`src/core/txbp_defs.svh`:
```
// Register map, field positions, reset values and timing counts
`ifndef TXBP_DEFS_SVH
`define TXBP_DEFS_SVH

`define TXBP_A_PAGE      15'h0008
`define TXBP_A_MASKS     15'h0012
`define TXBP_A_OUTSEL    15'h0013
`define TXBP_A_IEN_A     15'h0021
`define TXBP_A_IEN_B     15'h0022
`define TXBP_A_IST_A     15'h0025
`define TXBP_A_IST_B     15'h0026
`define TXBP_A_TXCFG     15'h011F
`define TXBP_A_RISE0     15'h0121
`define TXBP_A_RISE1     15'h0122
`define TXBP_A_FALL0     15'h0123
`define TXBP_A_FALL1     15'h0124
`define TXBP_A_UP_LO     15'h0140
`define TXBP_A_UP_HI     15'h0141
`define TXBP_A_DN_LO     15'h0142
`define TXBP_A_DN_HI     15'h0143
`define TXBP_A_BSTATE    15'h0147

`define TXBP_B_MASK_A    6
`define TXBP_B_MASK_B    7
`define TXBP_B_BLANK_IRQ 5
`define TXBP_B_SEL_PWR   6
`define TXBP_B_SEL_TX    5
`define TXBP_B_SEL_SW    3
`define TXBP_B_SW_LEVEL  2
`define TXBP_B_INVERT    2
`define TXBP_F_FALL_HI   7
`define TXBP_F_FALL_LO   6
`define TXBP_F_RISE_HI   5
`define TXBP_F_RISE_LO   4

`define TXBP_RST_PAGE    8'h03
`define TXBP_RST_TXCFG   8'h40
`define TXBP_RST_FALL0   8'h12
`define TXBP_RST_ZERO    8'h00

`define TXBP_STAGE_UNIT  5'h00
`define TXBP_SPI_INSTR   5'h0F
`define TXBP_SPI_LAST    5'h17
`define TXBP_SPI_DATA0   5'h10
`define TXBP_CLK_NS      20
`define TXBP_PWRUP_NS    35000
`define TXBP_PWRUP_CYC \
    ((`TXBP_PWRUP_NS + `TXBP_CLK_NS - 1) / `TXBP_CLK_NS)

`endif

```
`src/core/txbp_pkg.sv`:
```
// Types shared by the transmit-enable blanking protection block
package txbp_pkg;

    typedef enum logic [1:0] {
        TXBP_BS_HOLD = 2'b00,
        TXBP_BS_DOWN = 2'b01,
        TXBP_BS_UP   = 2'b10,
        TXBP_BS_NORM = 2'b11
    } txbp_bsm_t;

    typedef enum logic [1:0] {
        TXBP_TX_LOW     = 2'b00,
        TXBP_TX_RISING  = 2'b01,
        TXBP_TX_HIGH    = 2'b10,
        TXBP_TX_FALLING = 2'b11
    } txbp_ensm_t;

    typedef struct packed {
        logic [7:0] cfg;
        logic [7:0] rise0;
        logic [7:0] rise1;
        logic [7:0] fall0;
        logic [7:0] fall1;
        logic [7:0] up_lo;
        logic [7:0] up_hi;
        logic [7:0] dn_lo;
        logic [7:0] dn_hi;
        logic [7:0] outsel;
    } txbp_dregs_t;

    typedef struct packed {
        logic [2:0]  txen_sync;
        txbp_ensm_t  ens;
        logic        stage;
        logic [12:0] cnt;
        logic        gate;
        logic        gate_d;
        txbp_bsm_t   blanking_fsm;
        logic [15:0] gain;
        logic        pd;
        logic [10:0] pwrup;
        logic        src;
        logic        valid;
        logic        prot;
        logic        flush;
        logic        hold;
    } txbp_dual_t;

    typedef struct packed {
        logic [2:0]  sclk_s;
        logic [2:0]  csn_s;
        logic [1:0]  sdi_s;
        logic [4:0]  bits;
        logic [23:0] sh;
        logic [7:0]  rd;
        logic        rdop;
        logic        sdo;
        logic        sdo_oe;
    } txbp_spi_t;

    typedef struct packed {
        txbp_spi_t         spi;
        logic [7:0]        page;
        logic [7:0]        masks;
        logic [7:0]        ien_a;
        logic [7:0]        ien_b;
        txbp_dregs_t [1:0] regs;
        txbp_dual_t  [1:0] du;
        logic              irq_oe;
    } txbp_state_t;

endpackage

```
`src/core/txbp_top.sv`:
```
// Transmit-enable delay, blanking ramp and protect output, per dual
`timescale 1ns/1ps
`include "txbp_defs.svh"

module txbp_top #(
    parameter int PWRUP_CYCLES = `TXBP_PWRUP_CYC
) (
    // Clock and reset
    input  wire logic                   clk_in,
    input  wire logic                   rst_in,
    // Serial register port
    input  wire logic                   spi_sclk_in,
    input  wire logic                   spi_csn_in,
    input  wire logic                   spi_sdi_in,
    output logic                        spi_sdo_out,
    output logic                        spi_sdo_oe_out,
    // Transmit enable pins and datapath events
    input  wire logic [1:0]             transmit_enable_pin_in,
    input  wire logic [1:0]             power_limit_flag_in,
    input  wire logic [1:0]             rotation_blank_in,
    input  wire logic [1:0]             rotation_release_in,
    input  wire logic [1:0][15:0]       gain_set_in,
    // Datapath controls
    output logic [1:0][15:0]            gain_out,
    output logic [1:0]                  flush_out,
    output logic [1:0]                  hold_out,
    output logic [1:0]                  dual_powerdown_out,
    output logic [1:0]                  output_valid_out,
    // Protect pins and shared open-drain interrupt
    output logic [1:0]                  protect_output_pin_out,
    output logic                        irq_out,
    output logic                        irq_oe_out
);

    generate
        if (PWRUP_CYCLES < 1 || PWRUP_CYCLES > 2047) begin : g_bad_pwrup
            $error("PWRUP_CYCLES must be within 1..2047");
        end
    endgenerate

    localparam logic [10:0] PWRUP_LOAD = 11'(PWRUP_CYCLES);

    txbp_pkg::txbp_state_t s_r;
    txbp_pkg::txbp_state_t s_nxt;

    function automatic logic [12:0] stage_cycles(input logic [7:0] v);
        stage_cycles = {v, `TXBP_STAGE_UNIT};
    endfunction

    function automatic logic [7:0] rd_reg(input txbp_pkg::txbp_state_t st,
                                          input logic [14:0] a);
        txbp_pkg::txbp_dregs_t dr;
        txbp_pkg::txbp_dual_t  du;
        logic                  live;
        // Reads follow the lower selected page when both are selected
        dr = st.page[0] ? st.regs[0] : st.regs[1];
        du = st.page[0] ? st.du[0] : st.du[1];
        rd_reg = 8'h00;
        unique case (a)
            `TXBP_A_PAGE:   rd_reg = st.page;
            `TXBP_A_MASKS:  rd_reg = st.masks;
            `TXBP_A_OUTSEL: rd_reg = dr.outsel;
            `TXBP_A_IEN_A:  rd_reg = st.ien_a;
            `TXBP_A_IEN_B:  rd_reg = st.ien_b;
            `TXBP_A_IST_A: begin
                live = st.du[0].blanking_fsm == txbp_pkg::TXBP_BS_HOLD ||
                       st.du[0].blanking_fsm == txbp_pkg::TXBP_BS_NORM;
                rd_reg[`TXBP_B_BLANK_IRQ] =
                    st.ien_a[`TXBP_B_BLANK_IRQ] ? st.du[0].src : live;
            end
            `TXBP_A_IST_B: begin
                live = st.du[1].blanking_fsm == txbp_pkg::TXBP_BS_HOLD ||
                       st.du[1].blanking_fsm == txbp_pkg::TXBP_BS_NORM;
                rd_reg[`TXBP_B_BLANK_IRQ] =
                    st.ien_b[`TXBP_B_BLANK_IRQ] ? st.du[1].src : live;
            end
            `TXBP_A_TXCFG:  rd_reg = dr.cfg;
            `TXBP_A_RISE0:  rd_reg = dr.rise0;
            `TXBP_A_RISE1:  rd_reg = dr.rise1;
            `TXBP_A_FALL0:  rd_reg = dr.fall0;
            `TXBP_A_FALL1:  rd_reg = dr.fall1;
            `TXBP_A_UP_LO:  rd_reg = dr.up_lo;
            `TXBP_A_UP_HI:  rd_reg = dr.up_hi;
            `TXBP_A_DN_LO:  rd_reg = dr.dn_lo;
            `TXBP_A_DN_HI:  rd_reg = dr.dn_hi;
            `TXBP_A_BSTATE: rd_reg = {du.blanking_fsm, 6'h00};
            default:        rd_reg = 8'h00;
        endcase
    endfunction

    always_comb begin
        logic        sclk_rise;
        logic        sclk_fall;
        logic [23:0] sh_new;
        logic        we;
        logic [14:0] wa;
        logic [7:0]  wd;
        logic        tx;
        logic        tx_rise;
        logic        tx_fall;
        logic [1:0]  nrise;
        logic [1:0]  nfall;
        logic        mask;
        logic        ien;
        logic        clr;
        logic        done;
        logic [15:0] up_step;
        logic [15:0] dn_step;
        logic [15:0] set;
        logic        gr;
        logic        gf;
        logic        orv;
        txbp_pkg::txbp_dregs_t r;
        s_nxt = s_r;
        we = 1'b0;
        wa = 15'h0000;
        wd = 8'h00;
        sh_new = s_r.spi.sh;
        sclk_rise = s_r.spi.sclk_s[1] & ~s_r.spi.sclk_s[2];
        sclk_fall = ~s_r.spi.sclk_s[1] & s_r.spi.sclk_s[2];
        tx = 1'b0;
        tx_rise = 1'b0;
        tx_fall = 1'b0;
        nrise = 2'd0;
        nfall = 2'd0;
        mask = 1'b0;
        ien = 1'b0;
        clr = 1'b0;
        done = 1'b0;
        up_step = 16'h0000;
        dn_step = 16'h0000;
        set = 16'h0000;
        gr = 1'b0;
        gf = 1'b0;
        orv = 1'b0;
        r = '0;

        // Serial port: pins pass two flip-flops before any decode
        s_nxt.spi.sclk_s = {s_r.spi.sclk_s[1:0], spi_sclk_in};
        s_nxt.spi.csn_s  = {s_r.spi.csn_s[1:0], spi_csn_in};
        s_nxt.spi.sdi_s  = {s_r.spi.sdi_s[0], spi_sdi_in};
        if (s_r.spi.csn_s[1]) begin
            s_nxt.spi.bits   = 5'h00;
            s_nxt.spi.sdo_oe = 1'b0;
        end else begin
            if (sclk_rise && s_r.spi.bits <= `TXBP_SPI_LAST) begin
                sh_new = {s_r.spi.sh[22:0], s_r.spi.sdi_s[1]};
                s_nxt.spi.sh = sh_new;
                s_nxt.spi.bits = 5'(s_r.spi.bits + 5'h01);
                if (s_r.spi.bits == `TXBP_SPI_INSTR) begin
                    s_nxt.spi.rdop = sh_new[15];
                    s_nxt.spi.rd   = rd_reg(s_r, sh_new[14:0]);
                end
                if (s_r.spi.bits == `TXBP_SPI_LAST && !s_r.spi.rdop) begin
                    we = 1'b1;
                    wa = sh_new[22:8];
                    wd = sh_new[7:0];
                end
            end
            if (sclk_fall && s_r.spi.rdop &&
                s_r.spi.bits >= `TXBP_SPI_DATA0 &&
                s_r.spi.bits <= `TXBP_SPI_LAST) begin
                s_nxt.spi.sdo    = s_r.spi.rd[7];
                s_nxt.spi.rd     = {s_r.spi.rd[6:0], 1'b0};
                s_nxt.spi.sdo_oe = 1'b1;
            end
        end

        // Register writes; per-dual copies take every selected page
        if (we) begin
            if (wa == `TXBP_A_PAGE)  s_nxt.page  = wd;
            if (wa == `TXBP_A_MASKS) s_nxt.masks = wd;
            if (wa == `TXBP_A_IEN_A) s_nxt.ien_a = wd;
            if (wa == `TXBP_A_IEN_B) s_nxt.ien_b = wd;
        end
        for (int d = 0; d < 2; d++) begin
            if (we && s_r.page[d]) begin
                unique case (wa)
                    `TXBP_A_OUTSEL: s_nxt.regs[d].outsel = wd;
                    `TXBP_A_TXCFG:  s_nxt.regs[d].cfg    = wd;
                    `TXBP_A_RISE0:  s_nxt.regs[d].rise0  = wd;
                    `TXBP_A_RISE1:  s_nxt.regs[d].rise1  = wd;
                    `TXBP_A_FALL0:  s_nxt.regs[d].fall0  = wd;
                    `TXBP_A_FALL1:  s_nxt.regs[d].fall1  = wd;
                    `TXBP_A_UP_LO:  s_nxt.regs[d].up_lo  = wd;
                    `TXBP_A_UP_HI:  s_nxt.regs[d].up_hi  = wd;
                    `TXBP_A_DN_LO:  s_nxt.regs[d].dn_lo  = wd;
                    `TXBP_A_DN_HI:  s_nxt.regs[d].dn_hi  = wd;
                    default: ;
                endcase
            end
        end

        for (int d = 0; d < 2; d++) begin
            r = s_r.regs[d];
            s_nxt.du[d].txen_sync = {s_r.du[d].txen_sync[1:0],
                                     transmit_enable_pin_in[d]};
            tx      = s_r.du[d].txen_sync[1];
            tx_rise = tx & ~s_r.du[d].txen_sync[2];
            tx_fall = ~tx & s_r.du[d].txen_sync[2];
            // Out-of-range selections clamp to the documented span
            nrise = r.cfg[`TXBP_F_RISE_HI:`TXBP_F_RISE_LO];
            if (nrise > 2'd2) nrise = 2'd2;
            nfall = r.cfg[`TXBP_F_FALL_HI:`TXBP_F_FALL_LO];
            if (nfall == 2'd0) nfall = 2'd1;
            if (nfall > 2'd2) nfall = 2'd2;

            // Transmit-enable machine: gate follows pin after delay
            unique case (s_r.du[d].ens)
                txbp_pkg::TXBP_TX_LOW: begin
                    if (tx_rise) begin
                        if (nrise == 2'd0) begin
                            s_nxt.du[d].gate = 1'b1;
                            s_nxt.du[d].ens  = txbp_pkg::TXBP_TX_HIGH;
                        end else begin
                            s_nxt.du[d].stage = 1'b0;
                            s_nxt.du[d].cnt   = stage_cycles(r.rise0);
                            s_nxt.du[d].ens   = txbp_pkg::TXBP_TX_RISING;
                        end
                    end
                end
                txbp_pkg::TXBP_TX_RISING: begin
                    if (!tx) begin
                        s_nxt.du[d].ens = txbp_pkg::TXBP_TX_LOW;
                    end else if (s_r.du[d].cnt != 13'h0000) begin
                        s_nxt.du[d].cnt = 13'(s_r.du[d].cnt - 13'h0001);
                    end else if (!s_r.du[d].stage && nrise == 2'd2) begin
                        s_nxt.du[d].stage = 1'b1;
                        s_nxt.du[d].cnt   = stage_cycles(r.rise1);
                    end else begin
                        s_nxt.du[d].gate = 1'b1;
                        s_nxt.du[d].ens  = txbp_pkg::TXBP_TX_HIGH;
                    end
                end
                txbp_pkg::TXBP_TX_HIGH: begin
                    if (tx_fall) begin
                        s_nxt.du[d].stage = 1'b0;
                        s_nxt.du[d].cnt   = stage_cycles(r.fall0);
                        s_nxt.du[d].ens   = txbp_pkg::TXBP_TX_FALLING;
                    end
                end
                txbp_pkg::TXBP_TX_FALLING: begin
                    if (tx) begin
                        s_nxt.du[d].ens = txbp_pkg::TXBP_TX_HIGH;
                    end else if (s_r.du[d].cnt != 13'h0000) begin
                        s_nxt.du[d].cnt = 13'(s_r.du[d].cnt - 13'h0001);
                    end else if (!s_r.du[d].stage && nfall == 2'd2) begin
                        s_nxt.du[d].stage = 1'b1;
                        s_nxt.du[d].cnt   = stage_cycles(r.fall1);
                    end else begin
                        s_nxt.du[d].gate = 1'b0;
                        s_nxt.du[d].ens  = txbp_pkg::TXBP_TX_LOW;
                    end
                end
            endcase

            // Power-down on pin fall; power-up wait gates validity
            mask = (d == 0) ? s_r.masks[`TXBP_B_MASK_A]
                            : s_r.masks[`TXBP_B_MASK_B];
            if (tx_fall && mask) begin
                s_nxt.du[d].pd = 1'b1;
            end
            if (tx_rise) begin
                s_nxt.du[d].pd    = 1'b0;
                s_nxt.du[d].pwrup = s_r.du[d].pd ? PWRUP_LOAD : 11'h000;
            end else if (s_r.du[d].pwrup != 11'h000) begin
                s_nxt.du[d].pwrup = 11'(s_r.du[d].pwrup - 11'h001);
            end

            // Blanking machine; a zero step stalls the ramp
            s_nxt.du[d].gate_d = s_r.du[d].gate;
            gr = s_r.du[d].gate & ~s_r.du[d].gate_d;
            gf = ~s_r.du[d].gate & s_r.du[d].gate_d;
            up_step = {r.up_hi, r.up_lo};
            dn_step = {r.dn_hi, r.dn_lo};
            set  = gain_set_in[d];
            done = 1'b0;
            if (gf || rotation_blank_in[d]) begin
                s_nxt.du[d].blanking_fsm = txbp_pkg::TXBP_BS_DOWN;
            end else if (gr || rotation_release_in[d]) begin
                s_nxt.du[d].blanking_fsm = txbp_pkg::TXBP_BS_UP;
            end else begin
                unique case (s_r.du[d].blanking_fsm)
                    txbp_pkg::TXBP_BS_DOWN: begin
                        if (s_r.du[d].gain <= dn_step) begin
                            s_nxt.du[d].gain = 16'h0000;
                            s_nxt.du[d].blanking_fsm  = txbp_pkg::TXBP_BS_HOLD;
                            done = 1'b1;
                        end else begin
                            s_nxt.du[d].gain =
                                16'(s_r.du[d].gain - dn_step);
                        end
                    end
                    txbp_pkg::TXBP_BS_UP: begin
                        if (s_r.du[d].gain >= set ||
                            16'(set - s_r.du[d].gain) <= up_step) begin
                            s_nxt.du[d].gain = set;
                            s_nxt.du[d].blanking_fsm  = txbp_pkg::TXBP_BS_NORM;
                            done = 1'b1;
                        end else begin
                            s_nxt.du[d].gain =
                                16'(s_r.du[d].gain + up_step);
                        end
                    end
                    txbp_pkg::TXBP_BS_NORM: s_nxt.du[d].gain = set;
                    txbp_pkg::TXBP_BS_HOLD: s_nxt.du[d].gain = 16'h0000;
                endcase
            end
            s_nxt.du[d].flush =
                s_nxt.du[d].blanking_fsm == txbp_pkg::TXBP_BS_DOWN ||
                s_nxt.du[d].blanking_fsm == txbp_pkg::TXBP_BS_HOLD;
            s_nxt.du[d].hold =
                s_nxt.du[d].blanking_fsm == txbp_pkg::TXBP_BS_DOWN;

            // Completion source: set beats a same-cycle clear
            ien = (d == 0) ? s_r.ien_a[`TXBP_B_BLANK_IRQ]
                           : s_r.ien_b[`TXBP_B_BLANK_IRQ];
            clr = we && wd[`TXBP_B_BLANK_IRQ] &&
                  wa == ((d == 0) ? `TXBP_A_IST_A : `TXBP_A_IST_B);
            if (!ien) begin
                s_nxt.du[d].src = 1'b0;
            end else if (done) begin
                s_nxt.du[d].src = 1'b1;
            end else if (clr) begin
                s_nxt.du[d].src = 1'b0;
            end

            s_nxt.du[d].valid =
                s_nxt.du[d].blanking_fsm == txbp_pkg::TXBP_BS_NORM &&
                s_nxt.du[d].pwrup == 11'h000 && !s_nxt.du[d].pd;

            orv = (r.outsel[`TXBP_B_SEL_PWR] & power_limit_flag_in[d]) |
                  (r.outsel[`TXBP_B_SEL_TX] & ~s_r.du[d].gate) |
                  (r.outsel[`TXBP_B_SEL_SW] &
                   r.outsel[`TXBP_B_SW_LEVEL]);
            s_nxt.du[d].prot = ~orv ^ r.cfg[`TXBP_B_INVERT];
        end
        s_nxt.irq_oe = s_nxt.du[0].src | s_nxt.du[1].src;
    end

    always_ff @(posedge clk_in or posedge rst_in) begin
        if (rst_in) begin
            s_r              <= '0;
            s_r.spi.sclk_s   <= 3'h0;
            s_r.spi.csn_s    <= 3'h7;
            s_r.page         <= `TXBP_RST_PAGE;
            for (int d = 0; d < 2; d++) begin
                s_r.regs[d].cfg   <= `TXBP_RST_TXCFG;
                s_r.regs[d].fall0 <= `TXBP_RST_FALL0;
                s_r.du[d].prot    <= 1'b1;
                s_r.du[d].flush   <= 1'b1;
            end
        end else begin
            s_r <= s_nxt;
        end
    end

    always_comb begin
        spi_sdo_out    = s_r.spi.sdo;
        spi_sdo_oe_out = s_r.spi.sdo_oe;
        irq_out        = 1'b0;
        irq_oe_out     = s_r.irq_oe;
        for (int d = 0; d < 2; d++) begin
            gain_out[d]               = s_r.du[d].gain;
            flush_out[d]              = s_r.du[d].flush;
            hold_out[d]               = s_r.du[d].hold;
            dual_powerdown_out[d]     = s_r.du[d].pd;
            output_valid_out[d]       = s_r.du[d].valid;
            protect_output_pin_out[d] = s_r.du[d].prot;
        end
    end

endmodule // txbp_top

```
`config.mk`:
```
export PLATFORM = sky130hd
export DESIGN_NAME = txbp_top
export DESIGN_NICKNAME = d
export VERILOG_FILES = /design/src/core/txbp_pkg.sv /design/src/core/txbp_top.sv
export VERILOG_INCLUDE_DIRS = /design/src /design/src/core
export SDC_FILE = /design/constraint.sdc
export NUM_CORES = 1
export LEC_CHECK = 0
export ABC_AREA = 1
export BUFFER_PORTS_ARGS = -buffer_cell sky130_fd_sc_hd__buf_2
export CAP_MARGIN = 20
export CORE_MARGIN = 4
export CORE_UTILIZATION = 55
export DETAILED_ROUTE_END_ITERATION = 6
export GPL_TIMING_DRIVEN = 0
export PLACE_DENSITY = 0.8
export SLEW_MARGIN = 20
export SYNTH_ARGS = -nofsm -noshare
export SYNTH_HDL_FRONTEND = slang
export SYNTH_SLANG_ARGS = --single-unit
export TNS_END_PERCENT = 1
```
`constraint.sdc`:
```
create_clock -name clk_in -period 11.8 [get_ports clk_in]
set_input_delay 1.18 -clock clk_in [delete_from_list [all_inputs] [get_ports clk_in]]
set_output_delay 1.18 -clock clk_in [all_outputs]
set_load 0.01 [all_outputs]
```
==> metrics.csv <==
stage,metric,value,unit
global_routing,grt_pass1_wl,117600,um
place,globalplace.congestion,1.060,
yosys,syn_inst,3249,
yosys,ys_seq_area_frac,0.3697,
place,dp_cells,3918,
sta,fin_setup_tns,0,ns
yosys,syn-num-nets,3438,
yosys,ys_seq_elements,350,
yosys,synth.largest_area_cell,dfrtp_1,
die,die_h,215.8,um
yosys,ys_warn_count,0,
cells_and_area,final_nets,3571,
die,fp-row-count,75,
critical_path,end_kind,register,
clocking,cts_resized,0,
sta,rsz0062_at_grt,false,
clocking,cts_setup_buffers,0,
place,placed_cell_area,0.02500,mm2
global_routing,antenna_found_initial,2,
clocking,cts-root-buf,clkbuf_16,
die,core,0.04232,mm2
detailed_routing,wirelength,75560,um
die,initial_core_util,0.5609,
cells_and_area,fin_cells,3989,
critical_path,cp_slowest_stage_delay,0.39,ns
detailed_routing,vias,23370,
power,leakagePower,12.77,nW
sta,relSlewSlack,0.3428,
clocking,htreeDepth,2,
power,ir_drop,0.1423,mV
cells_and_area,drive_gt1_frac,0.09032,
die,pin_count,91,
job,cap_violations,0,
yosys,synthDistinctLibCells,63,
detailed_routing,detail-route-antenna-nets,0,
global_routing,grt_max_degree,110,
yosys,syn_area_per_cell,7.306,um2
detailed_routing,via_per_inst,5.858,
outcome,run_status,completed,
power,power_density,207.0,mW/mm2
yosys,synth_ff_type,dfrtp_1,
place,port_buffers,89,
critical_path,slowest_stage,o21ai_0,
place,place_hpwl,57550,um
power,p_switching,2.398,mW
clocking,ctsHoldBuffers,0,
sta,finalSetupViolations,0,
critical_path,worst-setup-path-type,in -> reg,
sta,finalCritPeriodShare,0.3898,
critical_path,cp_data_required_time,12.18,ns
yosys,synth_top_area_frac,0.3542,
detailed_routing,first_pass_iters,7,
power,sw_frac_of_total,0.4406,
critical_path,critPathMostFrequentCell,nand2_1,
clocking,clockBufferDepth,3,
global_routing,track_usage,0.3166,
die,die-width,215.8,um
yosys,synth_area,0.02374,mm2
power,intPower,3.045,mW
clocking,cts_tree,done,
sta,worst_slew_pin_slew,0.9858,ns
detailed_routing,drt_iter0_markers,2794,
sta,fin_skew,0.02088,ns
clocking,numCtsBuffers,39,
critical_path,path_cells,buf_2 > ha_1 > nand2_1 > o21ai_0 > nand2_1 > a21oi_1 > nand2_1 > nand2_1 > nand2_1 > nand2_1 > nand2_1 > nand2_1 > xor2_1 > ha_1 > nand2_1 > nor2_1 > nand2_1 > nor2_1 > a21oi_1 > nand3_2 > nand2_1 > inv_1 > o21ai_0 > nand4_1,
cells_and_area,stdcell_area,0.02630,mm2
sta,clock.fmax,217.4,MHz
detailed_routing,drc_errors,0,
power,comb_power_share,0.487,
clocking,clock_sinks,350,
yosys,synth_area_leaders,"dfrtp_1, nand2_1, ha_1",
critical_path,crit_arrival,4.98,ns
cells_and_area,syn2layout_area_growth,10.79,%
power,pwr-share-seq,0.283,
critical_path,start_kind,input port,
global_routing,overflow,0,
clocking,clock_latency,0.56,ns
detailed_routing,routedWlPerCell,18.94,um
critical_path,crit_fanout,7,
min_path,hold_path_class,reg -> reg,
yosys,synth_edf_count,0,
sta,hold_viol_final,0,
global_routing,grt_pass1_vias,21350,
sta,min_period,4.599,ns
yosys,async_flop_share,1.000,
power,clockPowerShare,0.230,
die,dieArea,0.04655,mm2
sta,slew_violations,0,
clocking,clk_pin_slew,0.06,ns
-- flip-flops by register name, summed over array words and instances (netlist names), named ones only --
signal and flops:
dual_powerdown_out 2, flush_out 2, gain_out 32, hold_out 2
irq_oe_out 1, output_valid_out 2, protect_output_pin_out 2, s_nxt 11
s_r 292, spi_sdo_oe_out 1, spi_sdo_out 1
-- area by class of cell --
class | count | area (um2)
multi-input combinational | 2386 | 12780
tap | 577 | 721.9
fill | 3824 | 16020
sequential | 350 | 8776
timing repair buffer | 92 | 528.0
clock buffer | 58 | 1157
inverter | 386 | 1461
clock inverter | 11 | 141.4
buffer | 127 | 726.9
antenna | 2 | 5.005
-- stage by stage --
step                      worst slack [ns]    util  total power, mW  hold WS, ns
after floorplan                     0.9363       -            3.427       0.3312
after global placement              -2.697  0.5885            4.084       0.3332
after global routing                 6.762  0.6213            5.843       0.3531
after detailed placement             6.679  0.5906            4.132       0.3371
final                                7.201  0.6214            5.443       0.3444
after CTS                            7.246  0.6213            5.397       0.3467
-- layout by cell type, fill, tap and decap left out, types with 20 or more instances in the layout --
cell       count
a21oi_1      202
buf_2        109
buf_4         44
clkbuf_1      55
clkbuf_16     39
dfrtp_1      336
ha_1         138
inv_1        378
mux2i_1       23
nand2_1      863
nand3_1      170
nand4_1       35
nor2_1       246
nor3_1        39
o211ai_1      24
o21ai_0      276
o21ai_1       88
o22ai_1       20
xnor2_1       35
xor2_1        58
-- worst max-delay path, delay by kind of cell --
family | cells | cell delay, ns
fa+ha+maj | 2 | 0.62
xor+xnor | 1 | 0.18
simple gates | 15 | 1.55
buf+inv | 2 | 0.25
compound gates | 4 | 1.20
-- metal layers --
layer / vias to the layer above / wire (um) / GRT usage
met4: 0 / 3799 / 0.1323
met5: - / 0 / 0
met3: 256 / 9356 / 0.07820
met1: 10750 / 30820 / 0.4412
met2: 1378 / 31590 / 0.4734
li1: 10990 / - / -
-- power by group through the flow --
stage	clock network, mW	logic [mW]	registers, mW
6_report	1.25	2.65	1.54
5_1_grt	1.31	2.98	1.55
4_1_cts	1.26	2.61	1.53
3_5_place_dp	0	2.58	1.55
3_3_place_gp	0	2.53	1.55
2_1_floorplan	0	1.97	1.46
-- worst paths after layout --
path | start | end | slack (ns) | cells after the start
hold / removal | s_nxt[346]$_DFF_PP0_ | s_r[346]$_DFF_PP0_ | 0.34 | 0
setup / recovery | gain_set_in[18] | irq_oe_out$_DFF_PP0_ | 7.20 | 24
min in group asynchronous | rst_in | s_r[325]$_DFFE_PP0P_ | 0.67 | 2
setup reg to reg | gain_out[17]$_DFFE_PP0P_ | irq_oe_out$_DFF_PP0_ | 7.38 | 24
max in group asynchronous | rst_in | flush_out[1]$_DFF_PP1_ | 9.84 | 4
hold reg to reg | s_nxt[346]$_DFF_PP0_ | s_r[346]$_DFF_PP0_ | 0.34 | 0
-- cell families (layout without fill, tap and decap cells) --
logic type,count (synthesis),in the layout,share of synthesized area
AND/OR/NAND/NOR,1429,1429,0.2556
AO/OA/AOI/OAI,696,696,0.1609
buffers and inverters,513,674,0.09187
other,1,3,0.0001580
flip-flops,350,350,0.3697
multiplexers,23,23,0.009698
adder cells (fa/ha/maj),144,144,0.07780
XOR/XNOR,93,93,0.03431
-- Yosys cell counts (all sizes together) (2+ instances only) --
cell type  number
clkinv          4
a31o            2
o21bai          9
or2            13
nor3           44
o221ai         11
o21ai         372
dfstp          14
o2111ai        10
a31oi           9
nor2          261
o22ai          20
o31ai           5
o211ai         24
a211oi          3
buf            80
nor3b           3
nand3         173
mux2i          23
and2            4
xor2           58
nand4          38
fa              6
xnor2          35
nor4            8
clkbuf         47
o21a           10
ha            138
nand3b          6
a221oi          4
a21o           11
a21oi         202
nand2         877
inv           382
dfrtp         336
Power figures use the tool's default switching activity.
